### src/hw/sdi_anc_pkg.sv
package sdi_anc_pkg;

  // flag words and marker identifiers
  localparam logic [9:0]  FLAG_ZERO    = 10'h000;
  localparam logic [9:0]  FLAG_ONE     = 10'h3FF;
  localparam logic [7:0]  DID_UNDEF    = 8'h00;
  localparam logic [7:0]  DID_START    = 8'h88;
  localparam logic [7:0]  DID_END      = 8'h84;
  // deletion marking identifier; value is arbitrary
  localparam logic [7:0]  DID_DELETE   = 8'h80;
  localparam logic [9:0]  DEL_FILL     = 10'h200;

  // reserved ranges and their nearest legal values
  localparam logic [9:0]  NC_LOW_MAX   = 10'h003;
  localparam logic [9:0]  NC_HIGH_MIN  = 10'h3FC;
  localparam logic [9:0]  NC_LOW_SAFE  = 10'h004;
  localparam logic [9:0]  NC_HIGH_SAFE = 10'h3FB;

  // length arithmetic for command lengths
  localparam int unsigned LEN_W        = 12;
  localparam logic [11:0] LEN_OVH      = 12'h007;
  localparam logic [11:0] DC_MAX_L     = 12'h0FF;
  localparam logic [7:0]  DC_MAX       = 8'hFF;

  typedef enum logic [1:0] {
    PT_TYPE1 = 2'b00,
    PT_TYPE2 = 2'b01,
    PT_UNDEF = 2'b10
  } pkt_type_t;

  typedef enum logic [1:0] {
    CMD_PKT = 2'b00,
    CMD_NC  = 2'b01,
    CMD_DEL = 2'b10
  } cmd_kind_t;

  // header word: value, even parity in bit 8, its inverse in bit 9
  function automatic logic [9:0] hdr_word(input logic [7:0] v);
    logic p;
    p = ^v;
    return {~p, p, v};
  endfunction : hdr_word

  function automatic logic hdr_ok(input logic [9:0] w);
    return (w[8] == ^w[7:0]) && (w[9] == ~w[8]);
  endfunction : hdr_ok

endpackage : sdi_anc_pkg

### src/hw/sdi_anc_if.sv
`timescale 1ns/10ps
// word stream inside an ancillary space; valid high marks the space
interface sdi_anc_if;
  logic [9:0] word;
  logic       valid;
  modport src (output word, output valid);
  modport snk (input word, input valid);
endinterface : sdi_anc_if

### src/hw/sdi_anc_builder.sv
`timescale 1ns/10ps
module sdi_anc_builder
  import sdi_anc_pkg::*;
(
  input  wire logic        clk_i,
  input  wire logic        reset_n_i,
  sdi_anc_if.src           link,
  input  wire logic        cmd_valid_i,
  input  cmd_kind_t        cmd_kind_i,
  input  wire logic [7:0]  cmd_did_i,
  input  wire logic [7:0]  cmd_sdid_i,
  input  wire logic [7:0]  cmd_dc_i,
  input  wire logic [11:0] cmd_len_i,
  input  wire logic [9:0]  udw_i,
  output logic             udw_take_o,
  output logic             cmd_taken_o,
  output logic             busy_o
);

  typedef enum logic [3:0] {
    B_IDLE = 4'h0,
    B_F1   = 4'h1,
    B_F2   = 4'h2,
    B_F3   = 4'h3,
    B_DID  = 4'h4,
    B_SDID = 4'h5,
    B_DC   = 4'h6,
    B_PAY  = 4'h7,
    B_CS   = 4'h8,
    B_NC   = 4'h9
  } bstate_t;

  typedef enum logic [1:0] {
    A_DONE = 2'b00,
    A_NC   = 2'b01,
    A_DEL  = 2'b10
  } after_t;

  bstate_t          state_r;
  bstate_t          state_nxt;
  after_t           after_r;
  logic [7:0]       did_r;
  logic [7:0]       sdid_r;
  logic [7:0]       dc_r;
  logic [7:0]       cnt_r;
  logic [8:0]       sum_r;
  logic             user_r;
  logic [LEN_W-1:0] nc_left_r;
  logic [LEN_W-1:0] del_left_r;
  logic [9:0]       cur_word;
  logic [9:0]       nc_word;
  logic             take_cmd;
  logic             load_end;
  logic             load_del;
  logic [LEN_W-1:0] piece_src;
  logic [LEN_W-1:0] body;
  logic [7:0]       piece_dc;
  logic [LEN_W-1:0] piece_rem;
  logic             at_free;
  logic             nc_last;

  // points where a new command may follow without a gap
  assign at_free  = (state_r == B_IDLE) || (state_r == B_CS && after_r == A_DONE);
  assign nc_last  = (state_r == B_NC) && (nc_left_r <= 12'h001);
  assign take_cmd = cmd_valid_i && (at_free || (nc_last && cmd_kind_i == CMD_NC));
  assign load_end = (nc_last && !take_cmd)
                 || (state_r == B_CS && after_r == A_NC && nc_left_r == 12'h000);
  assign load_del = (state_r == B_CS) && (after_r == A_DEL);

  // deletion piece sizing: never leave a tail shorter than a packet
  always_comb begin
    piece_src = take_cmd ? cmd_len_i : del_left_r;
    body      = piece_src - LEN_OVH;
    if (body <= DC_MAX_L) begin
      piece_dc = body[7:0];
    end else if ((body - DC_MAX_L) >= LEN_OVH) begin
      piece_dc = DC_MAX;
    end else begin
      piece_dc = 8'(body - LEN_OVH);
    end
    piece_rem = body - {4'h0, piece_dc};
  end

  // non-conforming words are pulled out of the reserved ranges
  always_comb begin
    if (udw_i <= NC_LOW_MAX) begin
      nc_word = NC_LOW_SAFE;
    end else if (udw_i >= NC_HIGH_MIN) begin
      nc_word = NC_HIGH_SAFE;
    end else begin
      nc_word = udw_i;
    end
  end

  // word emitted for the current state
  always_comb begin
    case (state_r)
      B_F1:    cur_word = FLAG_ZERO;
      B_F2:    cur_word = FLAG_ONE;
      B_F3:    cur_word = FLAG_ONE;
      B_DID:   cur_word = hdr_word(did_r);
      B_SDID:  cur_word = hdr_word(sdid_r);
      B_DC:    cur_word = hdr_word(dc_r);
      B_PAY:   cur_word = user_r ? udw_i : DEL_FILL;
      B_CS:    cur_word = {~sum_r[8], sum_r};
      B_NC:    cur_word = nc_word;
      default: cur_word = FLAG_ZERO;
    endcase
  end

  // sequencing
  always_comb begin
    state_nxt = state_r;
    case (state_r)
      B_IDLE:  state_nxt = take_cmd ? B_F1 : B_IDLE;
      B_F1:    state_nxt = B_F2;
      B_F2:    state_nxt = B_F3;
      B_F3:    state_nxt = B_DID;
      B_DID:   state_nxt = B_SDID;
      B_SDID:  state_nxt = B_DC;
      B_DC:    state_nxt = (dc_r == 8'h00) ? B_CS : B_PAY;
      B_PAY:   state_nxt = (cnt_r == 8'h01) ? B_CS : B_PAY;
      B_CS: begin
        if (after_r == A_NC && nc_left_r != 12'h000) begin
          state_nxt = B_NC;
        end else if (take_cmd || load_end || load_del) begin
          state_nxt = B_F1;
        end else begin
          state_nxt = B_IDLE;
        end
      end
      B_NC:    state_nxt = nc_last ? B_F1 : B_NC;
      default: state_nxt = B_IDLE;
    endcase
  end

  always_ff @(posedge clk_i) begin
    if (!reset_n_i) begin
      state_r <= B_IDLE;
    end else begin
      state_r <= state_nxt;
    end
  end

  // packet set-up for commands, end markers and deletion pieces
  always_ff @(posedge clk_i) begin
    if (!reset_n_i) begin
      did_r      <= 8'h00;
      sdid_r     <= 8'h00;
      dc_r       <= 8'h00;
      user_r     <= 1'b0;
      after_r    <= A_DONE;
      nc_left_r  <= 12'h000;
      del_left_r <= 12'h000;
    end else if (take_cmd && cmd_kind_i == CMD_NC) begin
      did_r     <= DID_START;
      sdid_r    <= 8'h00;
      dc_r      <= 8'h00;
      after_r   <= A_NC;
      nc_left_r <= cmd_len_i;
    end else if ((take_cmd && cmd_kind_i == CMD_DEL) || load_del) begin
      did_r      <= DID_DELETE;
      sdid_r     <= 8'h00;
      dc_r       <= piece_dc;
      user_r     <= 1'b0;
      del_left_r <= piece_rem;
      after_r    <= (piece_rem != 12'h000) ? A_DEL : A_DONE;
    end else if (take_cmd) begin
      did_r   <= cmd_did_i;
      sdid_r  <= cmd_sdid_i;
      dc_r    <= cmd_dc_i;
      user_r  <= 1'b1;
      after_r <= A_DONE;
    end else if (load_end) begin
      did_r   <= DID_END;
      sdid_r  <= 8'h00;
      dc_r    <= 8'h00;
      after_r <= A_DONE;
    end else if (state_r == B_NC) begin
      nc_left_r <= nc_left_r - 12'h001;
    end
  end

  // payload count and checksum
  always_ff @(posedge clk_i) begin
    if (!reset_n_i) begin
      cnt_r <= 8'h00;
      sum_r <= 9'h000;
    end else begin
      case (state_r)
        B_DID:  sum_r <= cur_word[8:0];
        B_SDID: sum_r <= sum_r + cur_word[8:0];
        B_DC: begin
          sum_r <= sum_r + cur_word[8:0];
          cnt_r <= dc_r;
        end
        B_PAY: begin
          sum_r <= sum_r + cur_word[8:0];
          cnt_r <= cnt_r - 8'h01;
        end
        default: cnt_r <= cnt_r;
      endcase
    end
  end

  // link and user-side outputs
  always_ff @(posedge clk_i) begin
    if (!reset_n_i) begin
      link.word   <= 10'h000;
      link.valid  <= 1'b0;
      udw_take_o  <= 1'b0;
      cmd_taken_o <= 1'b0;
      busy_o      <= 1'b0;
    end else begin
      link.word   <= (state_r == B_IDLE) ? 10'h000 : cur_word;
      link.valid  <= (state_r != B_IDLE);
      udw_take_o  <= (state_nxt == B_PAY && user_r) || (state_nxt == B_NC);
      cmd_taken_o <= take_cmd;
      busy_o      <= (state_nxt != B_IDLE);
    end
  end

endmodule : sdi_anc_builder

### src/flat_wrapper.sv
// flat-port wrapper written by rule: the top's interface ports become plain ports
module sdi_anc_builder_flat import sdi_anc_pkg::*;
  (clk_i, reset_n_i, cmd_valid_i, cmd_kind_i, cmd_did_i, cmd_sdid_i, cmd_dc_i, cmd_len_i, udw_i, udw_take_o, cmd_taken_o, busy_o, link_word, link_valid);
  sdi_anc_if link_i ();
  input  wire logic clk_i;
  input  wire logic reset_n_i;
  input  wire logic cmd_valid_i;
  input  cmd_kind_t cmd_kind_i;
  input  wire logic [7:0] cmd_did_i;
  input  wire logic [7:0] cmd_sdid_i;
  input  wire logic [7:0] cmd_dc_i;
  input  wire logic [11:0] cmd_len_i;
  input  wire logic [9:0] udw_i;
  output logic udw_take_o;
  output logic cmd_taken_o;
  output logic busy_o;
  output wire logic [$bits(link_i.word)-1:0] link_word;
  output wire logic [$bits(link_i.valid)-1:0] link_valid;
  assign link_word = link_i.word;
  assign link_valid = link_i.valid;
  sdi_anc_builder u_core (.clk_i(clk_i), .reset_n_i(reset_n_i), .link(link_i), .cmd_valid_i(cmd_valid_i), .cmd_kind_i(cmd_kind_i), .cmd_did_i(cmd_did_i), .cmd_sdid_i(cmd_sdid_i), .cmd_dc_i(cmd_dc_i), .cmd_len_i(cmd_len_i), .udw_i(udw_i), .udw_take_o(udw_take_o), .cmd_taken_o(cmd_taken_o), .busy_o(busy_o));
endmodule
### config.mk
export PLATFORM = sky130hd
export DESIGN_NAME = sdi_anc_builder_flat
export DESIGN_NICKNAME = d
export VERILOG_FILES = /design/src/hw/sdi_anc_pkg.sv /design/src/hw/sdi_anc_if.sv /design/src/hw/sdi_anc_builder.sv /design/src/flat_wrapper.sv
export SDC_FILE = /design/constraint.sdc
export NUM_CORES = 1
export LEC_CHECK = 0
export BUFFER_PORTS_ARGS = -buffer_cell sky130_fd_sc_hd__buf_4
export CAP_MARGIN = 20
export CORE_AREA = 2 2 111 113
export CTS_BUF_LIST = sky130_fd_sc_hd__clkbuf_8
export CTS_CLUSTER_DIAMETER = 60
export DETAILED_ROUTE_END_ITERATION = 8
export DIE_AREA = 0 0 113 115
export GPL_TIMING_DRIVEN = 0
export MAX_ROUTING_LAYER = met4
export PLACE_DENSITY_LB_ADDON = 0.3
export SETUP_SLACK_MARGIN = 0.15
export SLEW_MARGIN = 5
export SYNTH_ARGS = -nofsm -noshare
export SYNTH_HDL_FRONTEND = slang
export SYNTH_SLANG_ARGS = --single-unit
export TNS_END_PERCENT = 50
### constraint.sdc
create_clock -name clk_i -period 13.9 [get_ports clk_i]
set_input_delay 2.085 -clock clk_i [delete_from_list [all_inputs] [get_ports clk_i]]
set_output_delay 2.085 -clock clk_i [all_outputs]
set_load 0.01 [all_outputs]
# After elaboration in Yosys (flattened, before gate mapping)

Cells that the tools add are included.

Register bits: 86
Bits in latches: 0
RAM bits: 0
Memory bits (read-only): 0
Input port bits: 51
Output and inout bits: 14
Word-level logic and storage cells: 136
Memories: 0

Add/subtract/negate cells: 7
$mul: 0
Div/mod/pow operators: 0
Order comparisons: 5
Equal/unequal tests: 19
Shift operators: 0
Multiplexer cells: 36
Bitwise logic cells: 6
Reduce and logical (&&, ||, !) cells: 46

Operators with widths:

| kind                    | count |
|---|---|
| $mux W8                 | 10 |
| $mux W12                | 6 |
| $pmux W10 S7            | 1 |
| $pmux W4 S10            | 1 |
| $mux W10                | 3 |
| $reduce_bool A12 Y1     | 2 |
| $reduce_xor A8 Y1       | 3 |
| $eq A4 B3 Y1 const B    | 5 |
| $pmux W9 S2             | 1 |
| $mux W4                 | 4 |
| $pmux W8 S2             | 1 |
| $eq A4 B4 Y1 const B    | 3 |
| $ge A12 B3 Y1 const B   | 1 |
| $le A12 B1 Y1 const B   | 1 |
| $le A12 B8 Y1 const B   | 1 |
| $logic_and A1 B1 Y1     | 12 |
| $logic_not A12 Y1       | 1 |
| $reduce_bool A4 Y1      | 3 |
| $sub A12 B1 Y12 const B | 1 |
| $sub A12 B3 Y12 const B | 1 |
| $sub A12 B8 Y12         | 1 |
| $sub A12 B8 Y12 const B | 1 |
| $ge A10 B10 Y1 const B  | 1 |
| $le A10 B2 Y1 const B   | 1 |
| other kinds (24)        | 54 |

# Longest topological paths before layout

Gate-level depths: netlist of the first run.

Depth in word-level cells: 16
Depth in mapped cells: 31
Gate-level depth less buffers: 27

# Worst setup path after synthesis of the first run

OpenSTA, ideal clock, no wires.

Path type: input to register
From: in cmd_valid_i
To: reg u_core.after_r[1]
Library setup time: 0.115 ns
Data arrival time: 7.234 ns
Data required time: 13.785 ns
Slack: 6.551 ns
Stages: 26
Path buffers: 4
Path through: clkbuf_1 nor4b_1 nand2_1 o21ai_4 buf_4 buf_2 mux2i_1 inv_1 ha_1 clkbuf_1 nor3_1 nor2_2 and4_1 a21o_1 a211oi_2 o211ai_1 nor3_1 a21oi_1 inv_1 ha_1 a21o_1 maj3_1 o31ai_1 nor4b_2 nand4_1 o21a_1

Cells in the longest elaborated chain, start to end: 11
Elaborated cells between the ends (all ways): 22
Classes of those cells: 4 x add/sub; 2 x order compare; 6 x mux; 10 x reduce/logical

RTL lines:

| item                    | line                   | text |
|---|---|---|
| start: declaration      | flat_wrapper.sv:7      | `input wire logic cmd_valid_i;` |
| $logic_and A1 B1 Y1 (*) | sdi_anc_builder.sv:65  | `assign take_cmd = cmd_valid_i && (at_free \|\| (nc_last && cmd_kind_i == CMD_NC));` |
| $mux W12                | sdi_anc_builder.sv:72  | `piece_src = take_cmd ? cmd_len_i : del_left_r;` |
| $sub A12 B3 Y12         | sdi_anc_builder.sv:73  | `body = piece_src - LEN_OVH;` |
| $sub A12 B8 Y12         | sdi_anc_builder.sv:76  | `end else if ((body - DC_MAX_L) >= LEN_OVH) begin` |
| $ge A12 B3 Y1           | sdi_anc_builder.sv:76  |  |
| $mux W8                 | sdi_anc_builder.sv:76  |  |
| $mux W8                 | sdi_anc_builder.sv:74  | `if (body <= DC_MAX_L) begin` |
| $sub A12 B8 Y12         | sdi_anc_builder.sv:81  | `piece_rem = body - {4'h0, piece_dc};` |
| $reduce_bool A12 Y1     | sdi_anc_builder.sv:167 | `after_r <= (piece_rem != 12'h000) ? A_DEL : A_DONE;` |
| $mux W2                 | sdi_anc_builder.sv:167 |  |
| $mux W2                 | sdi_anc_builder.sv:161 | `end else if ((take_cmd && cmd_kind_i == CMD_DEL) \|\| load_del) begin` |
| end signal: assignment  | sdi_anc_builder.sv:167 |  |
| end: declaration        | sdi_anc_builder.sv:41  | `after_t after_r;` |

Every way passes the cells marked *; elsewhere a longest branch is shown, timed or not.
A chain may end at the register's enable or synchronous reset.

# Worst setup path in the final report of the first run

Ends and elaborated chain as after synthesis.

==> metrics.cfg, run 1 <==
[placement]
port_buffers = 63
gp_congestion = 0.972
dpl.cell_count = 1028
placed_cell_area_mm2 = 0.00701
dp_hpwl_um = 14000
dp_slack_ns = 5.51

[sta]
rsz0062_at_grt = false
drv_slew = 0
fin_setup_tns_ns = 0
clock_skew_ns = 0.0103
fmax_mhz = 122
period_minus_slack_ns = 8.17
hold_ws_ns = 0.494
worstMarginPinSlew_ns = 0.933
slew_headroom_pct = 37.3
hold_viol = 0
setup_viol = 0
finalWorstSetupSlack_ns = 5.73
period_share_pct = 58.8

[clock_network]
holdBufCountCts = 0
root_buffer = clkbuf_8
cts_tree = yes
htreeDepth = 3
path_clk_slew_ns = 0.08
numCtsBuffers = 9
clkLatencyLatePin_ns = 0.38
clock_sinks = 86
post-cts-setup-buffer-count = 0
cts_resized = 0
cts_max_path_buffers = 2

[route]
route.detailed.drc = 8
wire_per_inst_um = 17.5
viasPerCell = 6.14
drt-initial-drc-count = 516
vias = 6409
drt-total-wl_um = 18300
drtAntennaViolNets = 0
first_pass_iters = 7

[floorplan]
dieWidth_um = 113
ios = 65
coreArea_mm2 = 0.0118
die_h_um = 115
initial_core_util_pct = 53.8
die_area_mm2 = 0.0130
rows = 40

[yosys]
synth_ff_type = dfxtp_1
syn_avg_cell_area_um2 = 7.77
ys_ff_latch = 86
ys_warn_count = 0
ys_async_sr_fraction_pct = 0
syn-num-nets = 895
syn-cell-area_mm2 = 0.00635
yosysSeqAreaShare_pct = 27.1
syn_inst = 818
yosysUniqueCellTypes = 86
synth-edff-count = 0

[cells_and_area]
drive_gt1_share_pct = 13.6
nets = 969
design_area_mm2 = 0.00722
diodes = 0
syn_to_final_growth_pct = 13.6
instances_no_fill = 1043

[worst_hold_path]
min_path_type = reg2reg

[global_route]
grt_pass1_vias = 5873
grt_use_total_pct = 29.5
antenna_found_initial = 0
grt_max_degree = 15
grt_pass1_wl_um = 29700
overflow = 0

[power_and_ir_drop]
p_leak_nw = 2.96
ir_drop_uv = 73.7
power.density_mw_per_mm2 = 104

[worst_setup_path]
max_stage_delay_ns = 0.44
worst-setup-path-type = in2reg
cp_max_fo = 10
cp-end-kind = flop
worstPathRequired_ns = 14.18
worst_ep_arrival_time_ns = 8.45
cp_slowest_cell = nor4b_1
cp-start-kind = input port

[flow_run]
maxCapViolCount = 0

[outcome]
status = finished, violations left
violations = DRC

-- state kept, by name (all words and copies together) (netlist names) --
register / cells
u_core.after_r: 2
u_core.busy_o: 1
u_core.cmd_taken_o: 1
u_core.cnt_r: 8
u_core.dc_r: 8
u_core.del_left_r: 12
u_core.did_r: 8
u_core.link.valid: 1
u_core.link.word: 10
u_core.nc_left_r: 12
u_core.sdid_r: 8
u_core.state_r: 4
u_core.sum_r: 9
u_core.udw_take_o: 1
u_core.user_r: 1
-- report_power, final --
part	switching (mW)	total [mW]	leakage [nW]	internal (mW)
Combinational	0.168	0.284	2.15	0.116
Clock	0.0962	0.189	0.102	0.0929
Sequential	0.0168	0.278	0.700	0.262
Total	0.281	0.752	2.96	0.471
-- worst max-delay path: cells and delay by family --
kind / cells / cell delay, ns
fa+ha+maj: 3 / 0.90
buf+inv: 5 / 1.22
xor+xnor: 1 / 0.20
compound gates: 7 / 1.32
simple gates: 9 / 2.37
mux: 1 / 0.35
-- final timing paths --
path,start,slack [ns],cells past startpoint,endpoint
worst max register to register,u_core.state_r[3]$_SDFF_PN0_,7.16,25,u_core.after_r[1]$_SDFFE_PP0P_
worst min-delay path,u_core.cnt_r[1]$_SDFFE_PN0P_,0.49,2,u_core.cnt_r[1]$_SDFFE_PN0P_
worst max-delay path,cmd_valid_i,5.73,26,u_core.after_r[1]$_SDFFE_PP0P_
worst min register to register,u_core.cnt_r[1]$_SDFFE_PN0P_,0.49,2,u_core.cnt_r[1]$_SDFFE_PN0P_
-- per-layer routing --
metal	routed length [um]	track usage [%]
met4	688	13.4
met2	8670	47.9
met1	7650	36.7
met3	1250	3.95
met5	0	-
-- cells in the final DEF (no fill, tap or decap), types with 15 or more instances in the layout --
cell type / count
xnor2_1: 36
dfxtp_1: 86
o211a_1: 17
nor2_1: 87
ha_1: 24
o21ai_0: 44
clkbuf_1: 35
a22oi_1: 27
buf_4: 64
a21oi_1: 49
nand3_1: 15
o211ai_1: 17
inv_1: 36
nand2_1: 85
nor3_1: 27
-- synthesized netlist by cell type (5+ instances only) --
library cell	count	area [um2]
nor2_1	87	327
dfxtp_1	86	1720
nand2_1	85	319
a21oi_1	49	245
o21ai_0	44	220
inv_1	36	135
xnor2_1	36	315
clkbuf_1	35	131
a22oi_1	27	203
nor3_1	27	135
ha_1	24	300
o211a_1	17	170
o211ai_1	17	128
nand3_1	15	75.1
and2_1	14	87.6
mux2i_1	14	140
nand2b_1	12	75.1
nand4_1	11	68.8
a31oi_1	10	62.6
mux2_2	9	101
xor2_1	9	78.8
nor2b_1	8	50.1
a211oi_1	7	52.6
a21o_1	7	52.6
and3_1	7	43.8
or3_1	7	43.8
a222oi_1	6	60.1
o22ai_1	6	37.5
buf_2	5	25.0
or4_1	5	37.5
-- area by class of cell --
| class | instances | area, um2 |
|---|---|---|
| flip-flops and latches | 86 | 1720 |
| clock inverters | 4 | 55.1 |
| plain buffers | 43 | 179 |
| multi-input cells | 652 | 4310 |
| fillers | 1126 | 4600 |
| repair buffers | 63 | 473 |
| inverters | 37 | 139 |
| clock buffers | 11 | 151 |
| well taps | 147 | 184 |
-- cell families (layout without fill, tap and decap cells) --
logic type | after synthesis | in the layout | share of synthesized area, %
compound gates | 236 | 236 | 25.7
simple gates | 318 | 318 | 26.0
fa+ha+maj | 27 | 27 | 5.52
mux | 25 | 25 | 4.20
buf+inv | 80 | 158 | 5.00
flops | 86 | 86 | 27.1
xor+xnor | 46 | 46 | 6.46
-- per-stage QoR --
step | utilization [%] | power, mW
CTS | 61.1 | 0.750
finish | 61.1 | 0.752
global route | 61.1 | 0.793
detailed placement | 59.3 | 0.562
floorplan | - | 0.487
global placement | 59.3 | 0.558
Note: power is estimated with default switching activity, not from simulation.
==> run 2, diff against run 1 <==
--- a/config.mk
+++ b/config.mk
@@ -5,6 +5,7 @@
 export SDC_FILE = /design/constraint.sdc
 export NUM_CORES = 1
 export LEC_CHECK = 0
+export ABC_AREA = 1
 export BUFFER_PORTS_ARGS = -buffer_cell sky130_fd_sc_hd__buf_4
 export CAP_MARGIN = 20
 export CORE_AREA = 2 2 111 113
==> constraint.sdc (replaced) <==
create_clock -name clk_i -period 7.9 [get_ports clk_i]
set_input_delay 1.185 -clock clk_i [delete_from_list [all_inputs] [get_ports clk_i]]
set_output_delay 1.185 -clock clk_i [all_outputs]
set_load 0.01 [all_outputs]
==> metrics.cfg, run 2 <==
[yosys]
synth.most_common_cell = nand2_1
ys_async_sr_fraction_pct = 0
syn-num-nets = 1078
synth_top_cell_area_share_pct = 27.3
synth_compound_area_share_pct = 15.6
yosysUniqueCellTypes = 48
synth-simple-area-share_pct = 36.0
synth-xor-area-share_pct = 4.17
synth-adder-area-share_pct = 5.40
syn_avg_cell_area_um2 = 6.29
synthTopCellsByArea = dfxtp_1, nand2_1, inv_1
synth_ff_type = dfxtp_1
synth_common_cells = nand2_1, inv_1, nor2_1
syn-cell-area_mm2 = 0.00630
ys_ff_latch = 86
synth_top_family_by_area = simple AND/OR/NAND/NOR gates
synth-edff-count = 0
syn_inst = 1001
ys_warn_count = 0
synth_area_leader_cell = dfxtp_1
synthMuxAreaShare_pct = 0
yosysSeqAreaShare_pct = 27.3

[floorplan]
die_area_mm2 = 0.0130
coreArea_mm2 = 0.0118
ios = 65
rows = 40
dieWidth_um = 113
die_h_um = 115
initial_core_util_pct = 53.3

[power_and_ir_drop]
p_sw_uw = 704
power.internal_uw = 871
combPwrFrac_pct = 48.2
sw_frac_of_total_pct = 44.7
ir_drop_uv = 102
p_leak_nw = 3.52
seqPwrFrac_pct = 31.4
power.density_mw_per_mm2 = 220
p_clk_share_pct = 20.4

[outcome]
violations = DRC
status = finished, violations left

[sta]
fin_setup_tns_ns = 0
fmax_mhz = 172
setup_viol = 0
finalWorstSetupSlack_ns = 2.09
period_minus_slack_ns = 5.81
hold_ws_ns = 0.494
hold_viol = 0
worstMarginPinSlew_ns = 0.750
slew_headroom_pct = 50.0
drv_slew = 0
clock_skew_ns = 0.0116
period_share_pct = 73.5
rsz0062_at_grt = false

[route]
viasPerCell = 5.37
wire_per_inst_um = 14.4
vias = 6594
drt-initial-drc-count = 563
route.detailed.drc = 3
drtAntennaViolNets = 0
first_pass_iters = 7
drt-total-wl_um = 17700

[worst_setup_path]
cp-start-kind = input port
max_stage_delay_ns = 0.44
reg2reg_from = u_core.nc_left_r[0]$_SDFFE_PN0P_
rr_endpoint = u_core.after_r[1]$_SDFFE_PP0P_
cp-end-kind = flop
rr_worst_depth = 37
rrSetupSlack_ns = 2.22
worst-setup-path-type = in2reg
worst_ep_arrival_time_ns = 6.07
crit_buf_inv = 9
cp_slowest_cell = fa_1
cp_max_fo = 10
worstPathRequired_ns = 8.16
critPathTopFamily = simple AND/OR/NAND/NOR gates
cpMostUsedCell = nand2_1

[global_route]
grt_pass1_vias = 5974
grt_pass1_wl_um = 28600
antenna_found_initial = 0
grt_use_total_pct = 28.4
grt_max_degree = 16
overflow = 0

[placement]
dp_slack_ns = 1.79
dp_hpwl_um = 14100
port_buffers = 64
gp_congestion = 0.965
placed_cell_area_mm2 = 0.00696

[cells_and_area]
fin_util_pct = 60.6
layout_commonest_cell = nand2_1
nets = 1153
fill_cells = 1155
design_area_mm2 = 0.00716
diodes = 0
layout_top_registers = u_core.del_left_r x12, u_core.nc_left_r x12, u_core.link.word x10
syn_to_final_growth_pct = 13.7
drive_gt1_share_pct = 14.2
mostFrequentLayoutCells = nand2_1, inv_1, nor2_1, dfxtp_1, buf_4

[clock_network]
root_buffer = clkbuf_8
numCtsBuffers = 9
htreeDepth = 3
holdBufCountCts = 0
post-cts-setup-buffer-count = 0
cts_resized = 0
clock_sinks = 86
path_clk_slew_ns = 0.09
cts_tree = yes
cts_max_path_buffers = 2
clkLatencyLatePin_ns = 0.38

[worst_hold_path]
min_to = u_core.dc_r[3]$_SDFFE_PP0P_
min_path_type = reg2reg
hp-start = u_core.dc_r[3]$_SDFFE_PP0P_
whs_path_depth = 2

[flow_run]
maxCapViolCount = 0

## run 2: cell types whose count changed after synthesis, moves of 14 or more
cell	change
a22oi_1	-27
clkbuf_1	-21
inv_1	+112
inv_2	+15
mux2i_1	-14
nand2_1	+195
nand2_2	+17
nand3_1	+43
nor3_1	-18
o211a_1	-17
xnor2_1	-19
## run 2: cells by family after synthesis
group                      Yosys count
AOI/OAI and AO/OA                  160
xor gates and xnor gates            30
DFF                                 86
and+or+nand+nor                    512
buffers and inverters              187
adders and majority gates           26
## run 2: power by group through the flow
| stage | registers (mW) | logic, mW | clock network, mW |
|---|---|---|---|
| floorplan | 0.499 | 0.571 | 0 |
| global placement | 0.503 | 0.738 | 0 |
| detailed placement | 0.504 | 0.745 | 0 |
| CTS | 0.494 | 0.750 | 0.321 |
| global route | 0.499 | 0.848 | 0.339 |
| finish | 0.495 | 0.759 | 0.321 |
## run 2: final cells by class
class	count	area, um2	share of cell area, %
buffer	21	97.6	1.36
clock buffer	9	124	1.73
clock inverter	7	72.6	1.01
inverter	166	623	8.70
multi-input combinational	728	3860	53.9
sequential	86	1720	24.0
tap	147	184	2.57
timing repair buffer	64	480	6.71
## run 2: how the worst max path moves through the flow
stage                             start                              to  slack, ns  cells after the start
final                     cmd_kind_i[1]  u_core.after_r[1]$_SDFFE_PP0P_       2.09                     34
after global routing      cmd_kind_i[1]  u_core.after_r[1]$_SDFFE_PP0P_       1.63                     34
after CTS                 cmd_kind_i[1]  u_core.after_r[1]$_SDFFE_PP0P_       2.18                     33
after detailed placement  cmd_kind_i[1]  u_core.after_r[1]$_SDFFE_PP0P_       1.79                     34
after global placement    cmd_kind_i[1]  u_core.after_r[1]$_SDFFE_PP0P_       1.77                     35
after floorplan           cmd_kind_i[0]  u_core.after_r[1]$_SDFFE_PP0P_       2.67                     36
## run 2: routing by layer
metal | vias to the layer above | track usage (%) | part of all wire (%)
met2 | 219 | 46.4 | 45
met1 | 2960 | 35.9 | 46
met3 | 38 | 4.22 | 6.2
met5 | - | - | 0
li1 | 3377 | - | -
met4 | 0 | 10.3 | 2.7
## run 2: per-stage QoR
| step | cells | power, mW |
|---|---|---|
| 2_1_floorplan | 1001 | 1.07 |
| 3_3_place_gp | 1212 | 1.24 |
| 3_5_place_dp | 1212 | 1.25 |
| 4_1_cts | 1228 | 1.57 |
| 5_1_grt | 1228 | 1.69 |
| 6_report | 1228 | 1.57 |
## run 2: worst reg2reg max path, delay by kind of cell (launching register included)
family | cells | cell delay (ns)
simple gates | 22 | 2.57
buf+inv | 9 | 1.09
fa+ha+maj | 3 | 0.96
compound gates | 3 | 0.51
flops | 1 | 0.41
